### src/design/card_regs_map.vh
`ifndef CARD_REGS_MAP_VH
`define CARD_REGS_MAP_VH

// Register addresses on the special function bus
`define ADDR_DATA_PORT   8'hdc
`define ADDR_CMD_PORT    8'hdd
`define ADDR_LINE_STATUS 8'hde
`define ADDR_IRQ_MASK    8'hdf
`define ADDR_IRQ_FLAGS   8'he7
`define ADDR_CLK_DIV     8'hed

// Reset values
`define RST_PORT         8'hff
`define RST_MASK         8'hff
`define RST_CLK_DIV      8'h00

// Status bit positions
`define ST_BUSY          5
`define ST_DCRC          4
`define ST_DFMT          3
`define ST_RCRC          2
`define ST_RFMT          1
`define ST_LOCK          0

// Flag bit positions
`define FL_BUSY          7
`define FL_RESP          6
`define FL_CMD           5
`define FL_FRAME         4
`define FL_B_FULL        3
`define FL_A_FULL        2
`define FL_B_EMPTY       1
`define FL_A_EMPTY       0

// Byte FIFO geometry
`define FIFO_AW          4
`define FIFO_DEPTH       5'h10

`endif

### src/design/card_byte_fifo.v
`timescale 1ns/100ps
`include "card_regs_map.vh"

module card_byte_fifo
(
  // Clock and reset
  input  wire       clk,
  input  wire       rst_n,
  // Write side
  input  wire       wr_en,
  input  wire [7:0] wr_data,
  // Read side
  input  wire       rd_en,
  output reg  [7:0] rd_data,
  // Status
  output wire       full,
  output wire       empty
);

  reg [7:0]              mem [0:15];
  reg [`FIFO_AW:0]       wptr_reg;
  reg [`FIFO_AW:0]       rptr_reg;
  wire [`FIFO_AW:0]      count;

  assign count = wptr_reg - rptr_reg;
  assign full  = (count == `FIFO_DEPTH);
  assign empty = (count == 5'h00);

  always @(posedge clk)
  begin
    if (wr_en && !full)
      mem[wptr_reg[`FIFO_AW-1:0]] <= wr_data;
  end

  always @(posedge clk or negedge rst_n)
  begin
    if (!rst_n)
    begin
      wptr_reg <= 5'h00;
      rptr_reg <= 5'h00;
      rd_data  <= `RST_PORT;
    end
    else
    begin
      if (wr_en && !full)
        wptr_reg <= wptr_reg + 5'h01;
      if (rd_en && !empty)
      begin
        rd_data  <= mem[rptr_reg[`FIFO_AW-1:0]];
        rptr_reg <= rptr_reg + 5'h01;
      end
    end
  end

endmodule

### src/design/card_host_status_irq_regs.v
// Function
// - Busy status follows card busy on data line
// - Transmit: token CRC result sets data CRC
// - Receive: block CRC16 check sets data CRC
// - Data format bit follows token/block format
// - Response CRC7 bit; meaningless when disabled
// - Response format bit follows response format
// - Command FIFO lock while command FIFO not empty or transmit busy
// - Status bits 7 and 6 read zero
// - Busy flag on busy edge, read clears
// - Response done flag, read clears
// - Command done flag, read clears
// - Frame done flag, read clears
// - FIFO B full flag, cleared on empty
// - FIFO A full flag, cleared on empty
// - FIFO B empty flag, cleared on full
// - FIFO A empty flag, cleared on full
// - Set mask bit keeps its flag from the interrupt
// - Command port: read response, write command
// - Interrupt on unmasked flag with global enable
// - CRC disable suppresses response CRC7 check
`timescale 1ns/100ps
`include "card_regs_map.vh"

module card_host_status_irq_regs
(
  // Clock and reset
  input  wire       CLK,
  input  wire       RST_N,
  // Special function register port
  input  wire [7:0] SFR_ADDR,
  input  wire       SFR_WR,
  input  wire       SFR_RD,
  input  wire [7:0] SFR_WDATA,
  output reg  [7:0] SFR_RDATA,
  // Global enable and CRC disable control
  input  wire       IRQ_GLOBAL_EN,
  input  wire       RESPONSE_CRC_DISABLE,
  // Line controller events, same clock
  input  wire       DATA_TX_MODE,
  input  wire       TOKEN_DONE,
  input  wire       TOKEN_CRC_GOOD,
  input  wire       TOKEN_FMT_GOOD,
  input  wire       BLOCK_DONE,
  input  wire       BLOCK_CRC_GOOD,
  input  wire       BLOCK_FMT_GOOD,
  input  wire       RESP_DONE,
  input  wire       RESP_CRC_GOOD,
  input  wire       RESP_FMT_GOOD,
  input  wire       CMD_DONE,
  input  wire       FRAME_DONE,
  input  wire       CMD_TX_BUSY,
  // Card side
  input  wire       CARD_DAT0,
  input  wire       RESP_BYTE_VALID,
  input  wire [7:0] RESP_BYTE,
  input  wire       CMD_BYTE_POP,
  input  wire       DATA_IN_VALID,
  input  wire [7:0] DATA_IN_BYTE,
  input  wire       DATA_OUT_POP,
  // Outputs
  output reg  [7:0] CMD_OUT_BYTE,
  output reg  [7:0] DATA_OUT_BYTE,
  output reg        CARD_CLK,
  output reg        IRQ_REQ
);

  // ********************************************************
  // Address decode
  // ********************************************************
  function hit;
    input [7:0] a;
    input [7:0] b;
    begin
      hit = (a == b);
    end
  endfunction

  wire rd_cmd  = SFR_RD & hit(SFR_ADDR, `ADDR_CMD_PORT);
  wire wr_cmd  = SFR_WR & hit(SFR_ADDR, `ADDR_CMD_PORT);
  wire rd_dat  = SFR_RD & hit(SFR_ADDR, `ADDR_DATA_PORT);
  wire wr_dat  = SFR_WR & hit(SFR_ADDR, `ADDR_DATA_PORT);
  wire rd_flag = SFR_RD & hit(SFR_ADDR, `ADDR_IRQ_FLAGS);
  wire wr_mask = SFR_WR & hit(SFR_ADDR, `ADDR_IRQ_MASK);
  wire wr_div  = SFR_WR & hit(SFR_ADDR, `ADDR_CLK_DIV);

  // ********************************************************
  // Pin synchroniser
  // ********************************************************
  reg busy_s1_reg;
  reg busy_s2_reg;
  reg busy_s3_reg;

  always @(posedge CLK or negedge RST_N)
  begin
    if (!RST_N)
    begin
      busy_s1_reg <= 1'b0;
      busy_s2_reg <= 1'b0;
      busy_s3_reg <= 1'b0;
    end
    else
    begin
      busy_s1_reg <= ~CARD_DAT0;
      busy_s2_reg <= busy_s1_reg;
      busy_s3_reg <= busy_s2_reg;
    end
  end

  wire busy_edge = busy_s2_reg ^ busy_s3_reg;

  // ********************************************************
  // FIFOs
  // ********************************************************
  wire [7:0] resp_rd;
  wire [7:0] cmd_rd;
  wire [7:0] data_a_rd;
  wire [7:0] data_b_rd;
  wire       resp_full;
  wire       resp_empty;
  wire       cmd_full;
  wire       cmd_empty;
  wire       a_full;
  wire       a_empty;
  wire       b_full;
  wire       b_empty;
  reg        wr_sel_reg;
  reg        rd_sel_reg;

  // Card to host: responses
  card_byte_fifo u_resp (
    .clk     (CLK),
    .rst_n   (RST_N),
    .wr_en   (RESP_BYTE_VALID),
    .wr_data (RESP_BYTE),
    .rd_en   (rd_cmd),
    .rd_data (resp_rd),
    .full    (resp_full),
    .empty   (resp_empty)
  );

  // Host to card: command bytes
  card_byte_fifo u_cmd (
    .clk     (CLK),
    .rst_n   (RST_N),
    .wr_en   (wr_cmd),
    .wr_data (SFR_WDATA),
    .rd_en   (CMD_BYTE_POP),
    .rd_data (cmd_rd),
    .full    (cmd_full),
    .empty   (cmd_empty)
  );

  // Data path, two ping-pong FIFOs in the selected direction
  wire a_wr = DATA_TX_MODE ? (wr_dat & ~wr_sel_reg)
                           : (DATA_IN_VALID & ~wr_sel_reg);
  wire b_wr = DATA_TX_MODE ? (wr_dat & wr_sel_reg)
                           : (DATA_IN_VALID & wr_sel_reg);
  wire a_rd = DATA_TX_MODE ? (DATA_OUT_POP & ~rd_sel_reg)
                           : (rd_dat & ~rd_sel_reg);
  wire b_rd = DATA_TX_MODE ? (DATA_OUT_POP & rd_sel_reg)
                           : (rd_dat & rd_sel_reg);
  wire [7:0] a_wdata = DATA_TX_MODE ? SFR_WDATA : DATA_IN_BYTE;

  card_byte_fifo u_fifo_a (
    .clk     (CLK),
    .rst_n   (RST_N),
    .wr_en   (a_wr),
    .wr_data (a_wdata),
    .rd_en   (a_rd),
    .rd_data (data_a_rd),
    .full    (a_full),
    .empty   (a_empty)
  );

  card_byte_fifo u_fifo_b (
    .clk     (CLK),
    .rst_n   (RST_N),
    .wr_en   (b_wr),
    .wr_data (a_wdata),
    .rd_en   (b_rd),
    .rd_data (data_b_rd),
    .full    (b_full),
    .empty   (b_empty)
  );

  // Swap halves when a FIFO fills or drains
  always @(posedge CLK or negedge RST_N)
  begin
    if (!RST_N)
    begin
      wr_sel_reg <= 1'b0;
      rd_sel_reg <= 1'b0;
    end
    else
    begin
      if (wr_sel_reg ? (b_full && !a_full) : (a_full && !b_full))
        wr_sel_reg <= ~wr_sel_reg;
      if (rd_sel_reg ? (b_empty && !a_empty) : (a_empty && !b_empty))
        rd_sel_reg <= ~rd_sel_reg;
    end
  end

  // ********************************************************
  // Status register
  // ********************************************************
  reg [7:0] status_reg;
  reg [7:0] status_next;

  always @*
  begin
    status_next = status_reg;
    status_next[7:6] = 2'b00;
    status_next[`ST_BUSY] = busy_s2_reg;
    if (DATA_TX_MODE && TOKEN_DONE)
    begin
      status_next[`ST_DCRC] = TOKEN_CRC_GOOD;
      status_next[`ST_DFMT] = TOKEN_FMT_GOOD;
    end
    if (!DATA_TX_MODE && BLOCK_DONE)
    begin
      status_next[`ST_DCRC] = BLOCK_CRC_GOOD;
      status_next[`ST_DFMT] = BLOCK_FMT_GOOD;
    end
    if (RESP_DONE)
    begin
      if (!RESPONSE_CRC_DISABLE)
        status_next[`ST_RCRC] = RESP_CRC_GOOD;
      status_next[`ST_RFMT] = RESP_FMT_GOOD;
    end
    status_next[`ST_LOCK] = CMD_TX_BUSY | ~cmd_empty;
  end

  // ********************************************************
  // Interrupt flags and mask
  // ********************************************************
  reg [7:0] flag_reg;
  reg [7:0] flag_next;
  reg [7:0] mask_reg;
  reg       a_full_d_reg;
  reg       a_empty_d_reg;
  reg       b_full_d_reg;
  reg       b_empty_d_reg;
  wire [7:0] set_ev;

  assign set_ev[`FL_BUSY]    = busy_edge;
  assign set_ev[`FL_RESP]    = RESP_DONE;
  assign set_ev[`FL_CMD]     = CMD_DONE;
  assign set_ev[`FL_FRAME]   = FRAME_DONE;
  assign set_ev[`FL_B_FULL]  = b_full & ~b_full_d_reg;
  assign set_ev[`FL_A_FULL]  = a_full & ~a_full_d_reg;
  assign set_ev[`FL_B_EMPTY] = b_empty & ~b_empty_d_reg;
  assign set_ev[`FL_A_EMPTY] = a_empty & ~a_empty_d_reg;

  always @*
  begin
    flag_next = flag_reg;
    if (rd_flag)
      flag_next[7:4] = 4'h0;
    if (b_empty)
      flag_next[`FL_B_FULL] = 1'b0;
    if (a_empty)
      flag_next[`FL_A_FULL] = 1'b0;
    if (b_full)
      flag_next[`FL_B_EMPTY] = 1'b0;
    if (a_full)
      flag_next[`FL_A_EMPTY] = 1'b0;
    flag_next = flag_next | set_ev;
  end

  always @(posedge CLK or negedge RST_N)
  begin
    if (!RST_N)
    begin
      status_reg    <= 8'h00;
      flag_reg      <= 8'h00;
      mask_reg      <= `RST_MASK;
      a_full_d_reg  <= 1'b0;
      a_empty_d_reg <= 1'b1;
      b_full_d_reg  <= 1'b0;
      b_empty_d_reg <= 1'b1;
      IRQ_REQ       <= 1'b0;
    end
    else
    begin
      status_reg    <= status_next;
      flag_reg      <= flag_next;
      a_full_d_reg  <= a_full;
      a_empty_d_reg <= a_empty;
      b_full_d_reg  <= b_full;
      b_empty_d_reg <= b_empty;
      if (wr_mask)
        mask_reg <= SFR_WDATA;
      IRQ_REQ <= IRQ_GLOBAL_EN & |(flag_next & ~mask_reg);
    end
  end

  // ********************************************************
  // Clock divider
  // ********************************************************
  reg [7:0] div_reg;
  reg [7:0] div_cnt_reg;

  always @(posedge CLK or negedge RST_N)
  begin
    if (!RST_N)
    begin
      div_reg     <= `RST_CLK_DIV;
      div_cnt_reg <= 8'h00;
      CARD_CLK    <= 1'b0;
    end
    else
    begin
      if (wr_div)
        div_reg <= SFR_WDATA;
      if (div_cnt_reg >= div_reg)
      begin
        div_cnt_reg <= 8'h00;
        CARD_CLK    <= ~CARD_CLK;
      end
      else
        div_cnt_reg <= div_cnt_reg + 8'h01;
    end
  end

  // ********************************************************
  // Read data and card-side bytes
  // ********************************************************
  reg [7:0] rdata_next;
  reg       rd_fifo_reg;
  reg       rd_is_cmd_reg;

  always @*
  begin
    case (SFR_ADDR)
      `ADDR_LINE_STATUS: rdata_next = status_reg & 8'h3f;
      `ADDR_IRQ_MASK:    rdata_next = mask_reg;
      `ADDR_IRQ_FLAGS:   rdata_next = flag_reg;
      `ADDR_CLK_DIV:     rdata_next = div_reg;
      default:           rdata_next = 8'h00;
    endcase
  end

  always @(posedge CLK or negedge RST_N)
  begin
    if (!RST_N)
    begin
      SFR_RDATA     <= 8'h00;
      rd_fifo_reg   <= 1'b0;
      rd_is_cmd_reg <= 1'b0;
      CMD_OUT_BYTE  <= `RST_PORT;
      DATA_OUT_BYTE <= `RST_PORT;
    end
    else
    begin
      rd_fifo_reg   <= rd_cmd | rd_dat;
      rd_is_cmd_reg <= rd_cmd;
      if (SFR_RD && !(rd_cmd || rd_dat))
        SFR_RDATA <= rdata_next;
      else if (rd_fifo_reg)
        SFR_RDATA <= rd_is_cmd_reg ? resp_rd :
                     (rd_sel_reg ? data_b_rd : data_a_rd);
      CMD_OUT_BYTE  <= cmd_rd;
      DATA_OUT_BYTE <= rd_sel_reg ? data_b_rd : data_a_rd;
    end
  end

endmodule

### config.mk
export PLATFORM = sky130hd
export DESIGN_NAME = card_host_status_irq_regs
export DESIGN_NICKNAME = d
export VERILOG_FILES = /design/src/design/card_byte_fifo.v /design/src/design/card_host_status_irq_regs.v
export VERILOG_INCLUDE_DIRS = /design/src /design/src/design
export SDC_FILE = /design/constraint.sdc
export NUM_CORES = 1
export LEC_CHECK = 0
export BUFFER_PORTS_ARGS = -buffer_cell sky130_fd_sc_hd__buf_2
export CAP_MARGIN = 20
export CORE_ASPECT_RATIO = 0.7
export CORE_MARGIN = 10
export CORE_UTILIZATION = 51
export CTS_CLUSTER_SIZE = 8
export DETAILED_ROUTE_END_ITERATION = 6
export PLACE_DENSITY = 0.7
export SYNTH_ARGS = -nofsm -noshare
export SYNTH_HDL_FRONTEND = slang
export SYNTH_HIERARCHICAL = 1
export SYNTH_SLANG_ARGS = --single-unit
### constraint.sdc
create_clock -name CLK -period 3.1 [get_ports CLK]
set_input_delay 0.62 -clock CLK [delete_from_list [all_inputs] [get_ports CLK]]
set_output_delay 0.62 -clock CLK [all_outputs]
set_load 0.005 [all_outputs]
==> impl_metrics.json, run 1 <==
{
  "layout_commonest_cell": "edfxtp_1",
  "synth_nets": 1780,
  "worst_slew_pin_slew_ps": 880,
  "syn_area_mm2": 0.0274,
  "critPathTopFamily": "simple AND/OR/NAND/NOR gates",
  "r2r-start": "u_cmd/wptr_reg[0]$_DFFE_PN0P_",
  "worst_slack_ps": 171,
  "core_area_mm2": 0.0527,
  "dr.pass1.iters": 7,
  "slowest_stage": "xnor2_1",
  "fin_crit_ps": 2930,
  "fmax_mhz": 341,
  "final_cell_mix": "edfxtp_1, nand2_1, mux4_2, buf_4, clkbuf_16",
  "cp-end-kind": "flip-flop",
  "p_leak_uw": 0.0116,
  "fin_crit_sh": 0.945,
  "grt_usage": 0.199,
  "finalPower_uw": 27200,
  "grt_pass1_wl_mm": 97.3,
  "setup-violations-final": 0,
  "htree_levels": 3,
  "fin_nets": 1981,
  "critPathMaxStageDelay_ps": 460,
  "fin_tns_setup_ps": 0,
  "worstHoldEndpoint": "busy_s1_reg$_DFF_PN0_",
  "critical_path_buf_inv_count": 1,
  "clock-sinks": 658,
  "cts_root_buf": "clkbuf_16",
  "via_per_inst": 5.75,
  "grtUsageMet2": 0.267,
  "critPathLaunchType": "flip-flop",
  "routedWlPerCell_um": 23.6,
  "critPathMaxFanout": 9,
  "dpl.hpwl_mm": 42.3,
  "gr-usage-met1": 0.306,
  "crit_type": "flip-flop to flip-flop",
  "ys_warn_count": 6,
  "dieWidth_um": 297,
  "postCtsSetupBuffers": 0,
  "drc": 0,
  "grt_pass1_vias": 15639,
  "hold_viol": 0,
  "cts_tree": "yes",
  "hold-worst-slack_ps": 157,
  "synthCells": 1679,
  "wirelength_mm": 63.4,
  "busiest_layer": "met1",
  "port_buffers": 81,
  "worstSkewPairLatency_ps": 630,
  "numCtsBuffers": 92,
  "drtIter0Drc": 1506,
  "reg2reg_slack_ps": 170,
  "place_ws_ps": 1.64,
  "clk_pin_slew_worst_paths_ps": 50,
  "final_max_slew_viol_count": 0,
  "final_util": 0.606,
  "num_rows": 70,
  "clockBufferDepth": 3,
  "globalplace.congestion": 0.873,
  "start_util": 0.520,
  "critPathRequiredTime_ps": 3370,
  "vias": 15446,
  "grt_max_degree": 56,
  "min_path_cells": 2,
  "r2r_end": "u_cmd/mem[10][7]$_DFFE_PP_",
  "hp-class": "input port to flip-flop",
  "antenna_found_initial": 8,
  "arrival_ps": 3200,
  "worstHoldStart": "CARD_DAT0",
  "die_height_um": 214,
  "io-pin-count": 82,
  "syn_area_per_cell_um2": 16.3,
  "drive_gt1_frac": 0.280,
  "ant_nets": 0,
  "grt_overflow_total": 0,
  "relSlewSlack": 0.411,
  "synthToLayoutAreaGrowth_pct": 16.5,
  "dieArea_mm2": 0.0636,
  "rsz0062_at_grt": "no",
  "rr_worst_depth": 8,
  "peakVddDrop_mv": 0.553,
  "outcome": "finished, final reports clean",
  "p_per_area_mw_per_mm2": 853,
  "cap_violations": 0,
  "grt.met3_usage": 0.0635,
  "finClkSkew_ps": 28.6,
  "crit_chain": "inv_1 > ha_1 > nor2b_4 > o22ai_2 > xnor2_1 > o41ai_4 > nor3b_1 > and2_1"
}
## layout make-up
type | count | area (um^2)
Antenna cell | 7 | 17.5
Clock buffer | 166 | 2620
Clock inverter | 6 | 57.6
Fill cell | 3969 | 20800
Inverter | 53 | 201
Multi-Input combinational cell | 886 | 7730
Sequential cell | 658 | 19100
Tap cell | 720 | 901
Timing Repair Buffer | 189 | 1300
## stage by stage
stage	cells	cell area, um^2
2_1_floorplan	1679	27500
3_3_place_gp	2505	29200
3_5_place_dp	2505	29200
4_1_cts	2678	31900
5_1_grt	2679	31900
6_report	2685	31900
## where the power goes
group	switching (uW)	internal (uW)
logic	4040	2860
registers	493	10600
clock network	3580	5650
total	8120	19100
## per-layer routing
metal,share of wire,vias to the layer above
met5,0.00020,-
met4,0.018,2
met3,0.11,70
met2,0.42,673
met1,0.46,7898
li1,-,6803
## worst max path at each step
stage	start	to	cells after the start
after floorplan	u_resp/rptr_reg[1]$_DFFE_PN0P_	u_resp/mem[0][0]$_DFFE_PP_	11
after global placement	SFR_ADDR[6]	u_fifo_b/mem[0][6]$_DFFE_PP_	11
after detailed placement	SFR_ADDR[7]	u_cmd/mem[10][0]$_DFFE_PP_	8
after CTS	u_cmd/rptr_reg[1]$_DFFE_PN0P_	u_cmd/mem[6][6]$_DFFE_PP_	10
after global routing	u_cmd/wptr_reg[0]$_DFFE_PN0P_	u_cmd/mem[10][4]$_DFFE_PP_	8
final	u_cmd/wptr_reg[0]$_DFFE_PN0P_	u_cmd/mem[10][7]$_DFFE_PP_	8
## worst reg2reg max path, delay by kind of cell, from the launching register on
family	cells	cell delay (ps)
and+or+nand+nor	3	1000
xor gates and xnor gates	1	460
DFF	1	440
AOI/OAI and AO/OA	2	330
adders and majority gates	1	250
buffers and inverters	1	120
## timing repair
item	in CTS	in global routing
hold buffers	1	0
resized for setup	0	1
endpoints found under the setup margin	0	120
hold endpoints to repair	32	0
(Power assumes the default switching activity.)
==> inputs of run 2 (changes only) <==
--- a/config.mk
+++ b/config.mk
@@ -8,12 +8,14 @@
 export LEC_CHECK = 0
 export BUFFER_PORTS_ARGS = -buffer_cell sky130_fd_sc_hd__buf_2
 export CAP_MARGIN = 20
+export CELL_PAD_IN_SITES_DETAIL_PLACEMENT = 0
+export CELL_PAD_IN_SITES_GLOBAL_PLACEMENT = 1
 export CORE_ASPECT_RATIO = 0.7
 export CORE_MARGIN = 10
-export CORE_UTILIZATION = 51
+export CORE_UTILIZATION = 48
 export CTS_CLUSTER_SIZE = 8
 export DETAILED_ROUTE_END_ITERATION = 6
-export PLACE_DENSITY = 0.7
+export PLACE_DENSITY_LB_ADDON = 0.1
 export SYNTH_ARGS = -nofsm -noshare
 export SYNTH_HDL_FRONTEND = slang
 export SYNTH_HIERARCHICAL = 1
==> impl_metrics.json, run 2 (synthesized netlist as in run 1, its figures left out) <==
{
  "num_rows": 73,
  "outcome": "finished, final reports clean",
  "relSlewSlack": 0.344,
  "die_height_um": 220,
  "critPathLaunchType": "flip-flop",
  "io-pin-count": 82,
  "grt_overflow_total": 0,
  "finClkSkew_ps": 16.2,
  "critPathRequiredTime_ps": 3350,
  "antenna_found_initial": 6,
  "numCtsBuffers": 92,
  "htree_levels": 3,
  "drive_gt1_frac": 0.285,
  "grt_max_degree": 77,
  "final_max_slew_viol_count": 0,
  "final_cell_mix": "edfxtp_1, nand2_1, mux4_2, buf_4, clkbuf_16",
  "fin_crit_ps": 2920,
  "fillers": 4458,
  "routedWlPerCell_um": 24.1,
  "p_per_area_mw_per_mm2": 858,
  "ant_nets": 0,
  "critPathMaxStageDelay_ps": 710,
  "arrival_ps": 3160,
  "grt_usage": 0.199,
  "setup-violations-final": 0,
  "cp-end-kind": "flip-flop",
  "crit_chain": "clkinv_1 > ha_1 > nor2b_4 > o211a_1 > nor3_1 > o41a_1 > nand2_1 > nor2_1",
  "clock-sinks": 658,
  "fmax_mhz": 343,
  "clockBufferDepth": 3,
  "cap_violations": 0,
  "p_leak_uw": 0.0117,
  "final_util": 0.566,
  "via_per_inst": 5.59,
  "crit_type": "flip-flop to flip-flop",
  "dieArea_mm2": 0.0672,
  "start_util": 0.484,
  "synthToLayoutAreaGrowth_pct": 17.0,
  "fin_crit_sh": 0.940,
  "dpl.hpwl_mm": 43.8,
  "vias": 15211,
  "critPathMaxFanout": 8,
  "fin_nets": 1989,
  "drtIter0Drc": 1314,
  "layout_commonest_cell": "edfxtp_1",
  "peakVddDrop_mv": 0.469,
  "drc": 0,
  "postCtsSetupBuffers": 0,
  "hold-worst-slack_ps": 38.6,
  "globalplace.congestion": 0.797,
  "cts_tree": "yes",
  "worst_slew_pin_slew_ps": 980,
  "slowest_stage": "nor2_1",
  "hold_viol": 0,
  "grt_pass1_vias": 15453,
  "port_buffers": 81,
  "core_area_mm2": 0.0566,
  "hp-class": "input port to async pin",
  "cts_root_buf": "clkbuf_16",
  "dieWidth_um": 306,
  "rsz0062_at_grt": "yes",
  "wirelength_mm": 65.4,
  "finalPower_uw": 27500,
  "grt_pass1_wl_mm": 100,
  "cts_hold_buf": 0,
  "clk_pin_slew_worst_paths_ps": 50,
  "dr.pass1.iters": 5,
  "worstSkewPairLatency_ps": 630
}
-- run 2: cell count changes in the layout (fill, tap and decap cells not counted), sizes merged --
| cell | before | now |
|---|---|---|
| clkinv | 5 | 9 |
| dlygate4sd3 | 1 | 0 |
| inv | 54 | 51 |
| diode | 7 | 2 |
| buf | 188 | 197 |
-- run 2: stage by stage --
stage | cell area, um^2 | setup WS, ps | TNS, ps | instances
floorplan | 27500 | -55.6 | -1180 | 1679
global placement | 29300 | -119 | -952 | 2543
detailed placement | 29300 | -69.7 | -556 | 2543
CTS | 32000 | 99.7 | 0 | 2716
global route | 32100 | -39.5 | -448 | 2717
finish | 32100 | 185 | 0 | 2719
-- run 2: per-layer routing --
| layer | up-vias | global-route usage | share of wire |
|---|---|---|---|
| met5 | - | 0 | 0.00014 |
| met4 | 2 | 0.0556 | 0.021 |
| met3 | 93 | 0.0482 | 0.080 |
| met2 | 533 | 0.270 | 0.41 |
| met1 | 7764 | 0.311 | 0.49 |
| li1 | 6819 | - | - |
-- run 2: where the power goes --
group          switching, uW  total [uW]  leakage [uW]  internal (uW)
sequential               460       11100       0.00626          10600
combinational           4170        7130       0.00412           2960
clock                   3670        9320       0.00128           5650
total                   8300       27500        0.0117          19200
-- run 2: cell type report --
| class | count | area (um^2) | area share |
|---|---|---|---|
| Tap cell | 750 | 938 | 0.0293 |
| Sequential cell | 658 | 19100 | 0.596 |
| Clock inverter | 7 | 116 | 0.00363 |
| Antenna cell | 2 | 5.00 | 0.000156 |
| Multi-Input combinational cell | 886 | 7760 | 0.242 |
| Timing Repair Buffer | 197 | 1350 | 0.0421 |
| Clock buffer | 166 | 2600 | 0.0811 |
| Inverter | 53 | 201 | 0.00628 |
-- run 2: worst paths after layout --
| kind | start | endpoint | slack, ps | cells past startpoint |
|---|---|---|---|---|
| worst min register to register | busy_s1_reg$_DFF_PN0_ | busy_s2_reg$_DFF_PN0_ | 360 | 0 |
| max in group asynchronous | RST_N | DATA_OUT_BYTE[6]$_DFF_PN1_ | 2250 | 2 |
| worst max register to register | u_resp/rptr_reg[1]$_DFFE_PN0P_ | u_resp/mem[14][6]$_DFFE_PP_ | 180 | 8 |
| worst min-delay path | RST_N | status_reg[4]$_DFFE_PN0P_ | 40 | 1 |
| min in group CLK | CARD_DAT0 | busy_s1_reg$_DFF_PN0_ | 160 | 2 |
| worst max-delay path | u_resp/rptr_reg[1]$_DFFE_PN0P_ | u_resp/mem[14][6]$_DFFE_PP_ | 180 | 8 |
-- run 2: repair_timing --
action,CTS,global route
hold endpoints to repair,0,0
resized for setup,0,5
setup endpoints to repair,0,104
-- run 2: worst max-delay path: cells and delay by family, from the launching register on --
kind / cells / cell delay [ps]
AND/OR/NAND/NOR: 4 / 1190
AO/OA/AOI/OAI: 2 / 520
flip-flops: 1 / 410
adder cells (fa/ha/maj): 1 / 300
buffers and inverters: 1 / 110
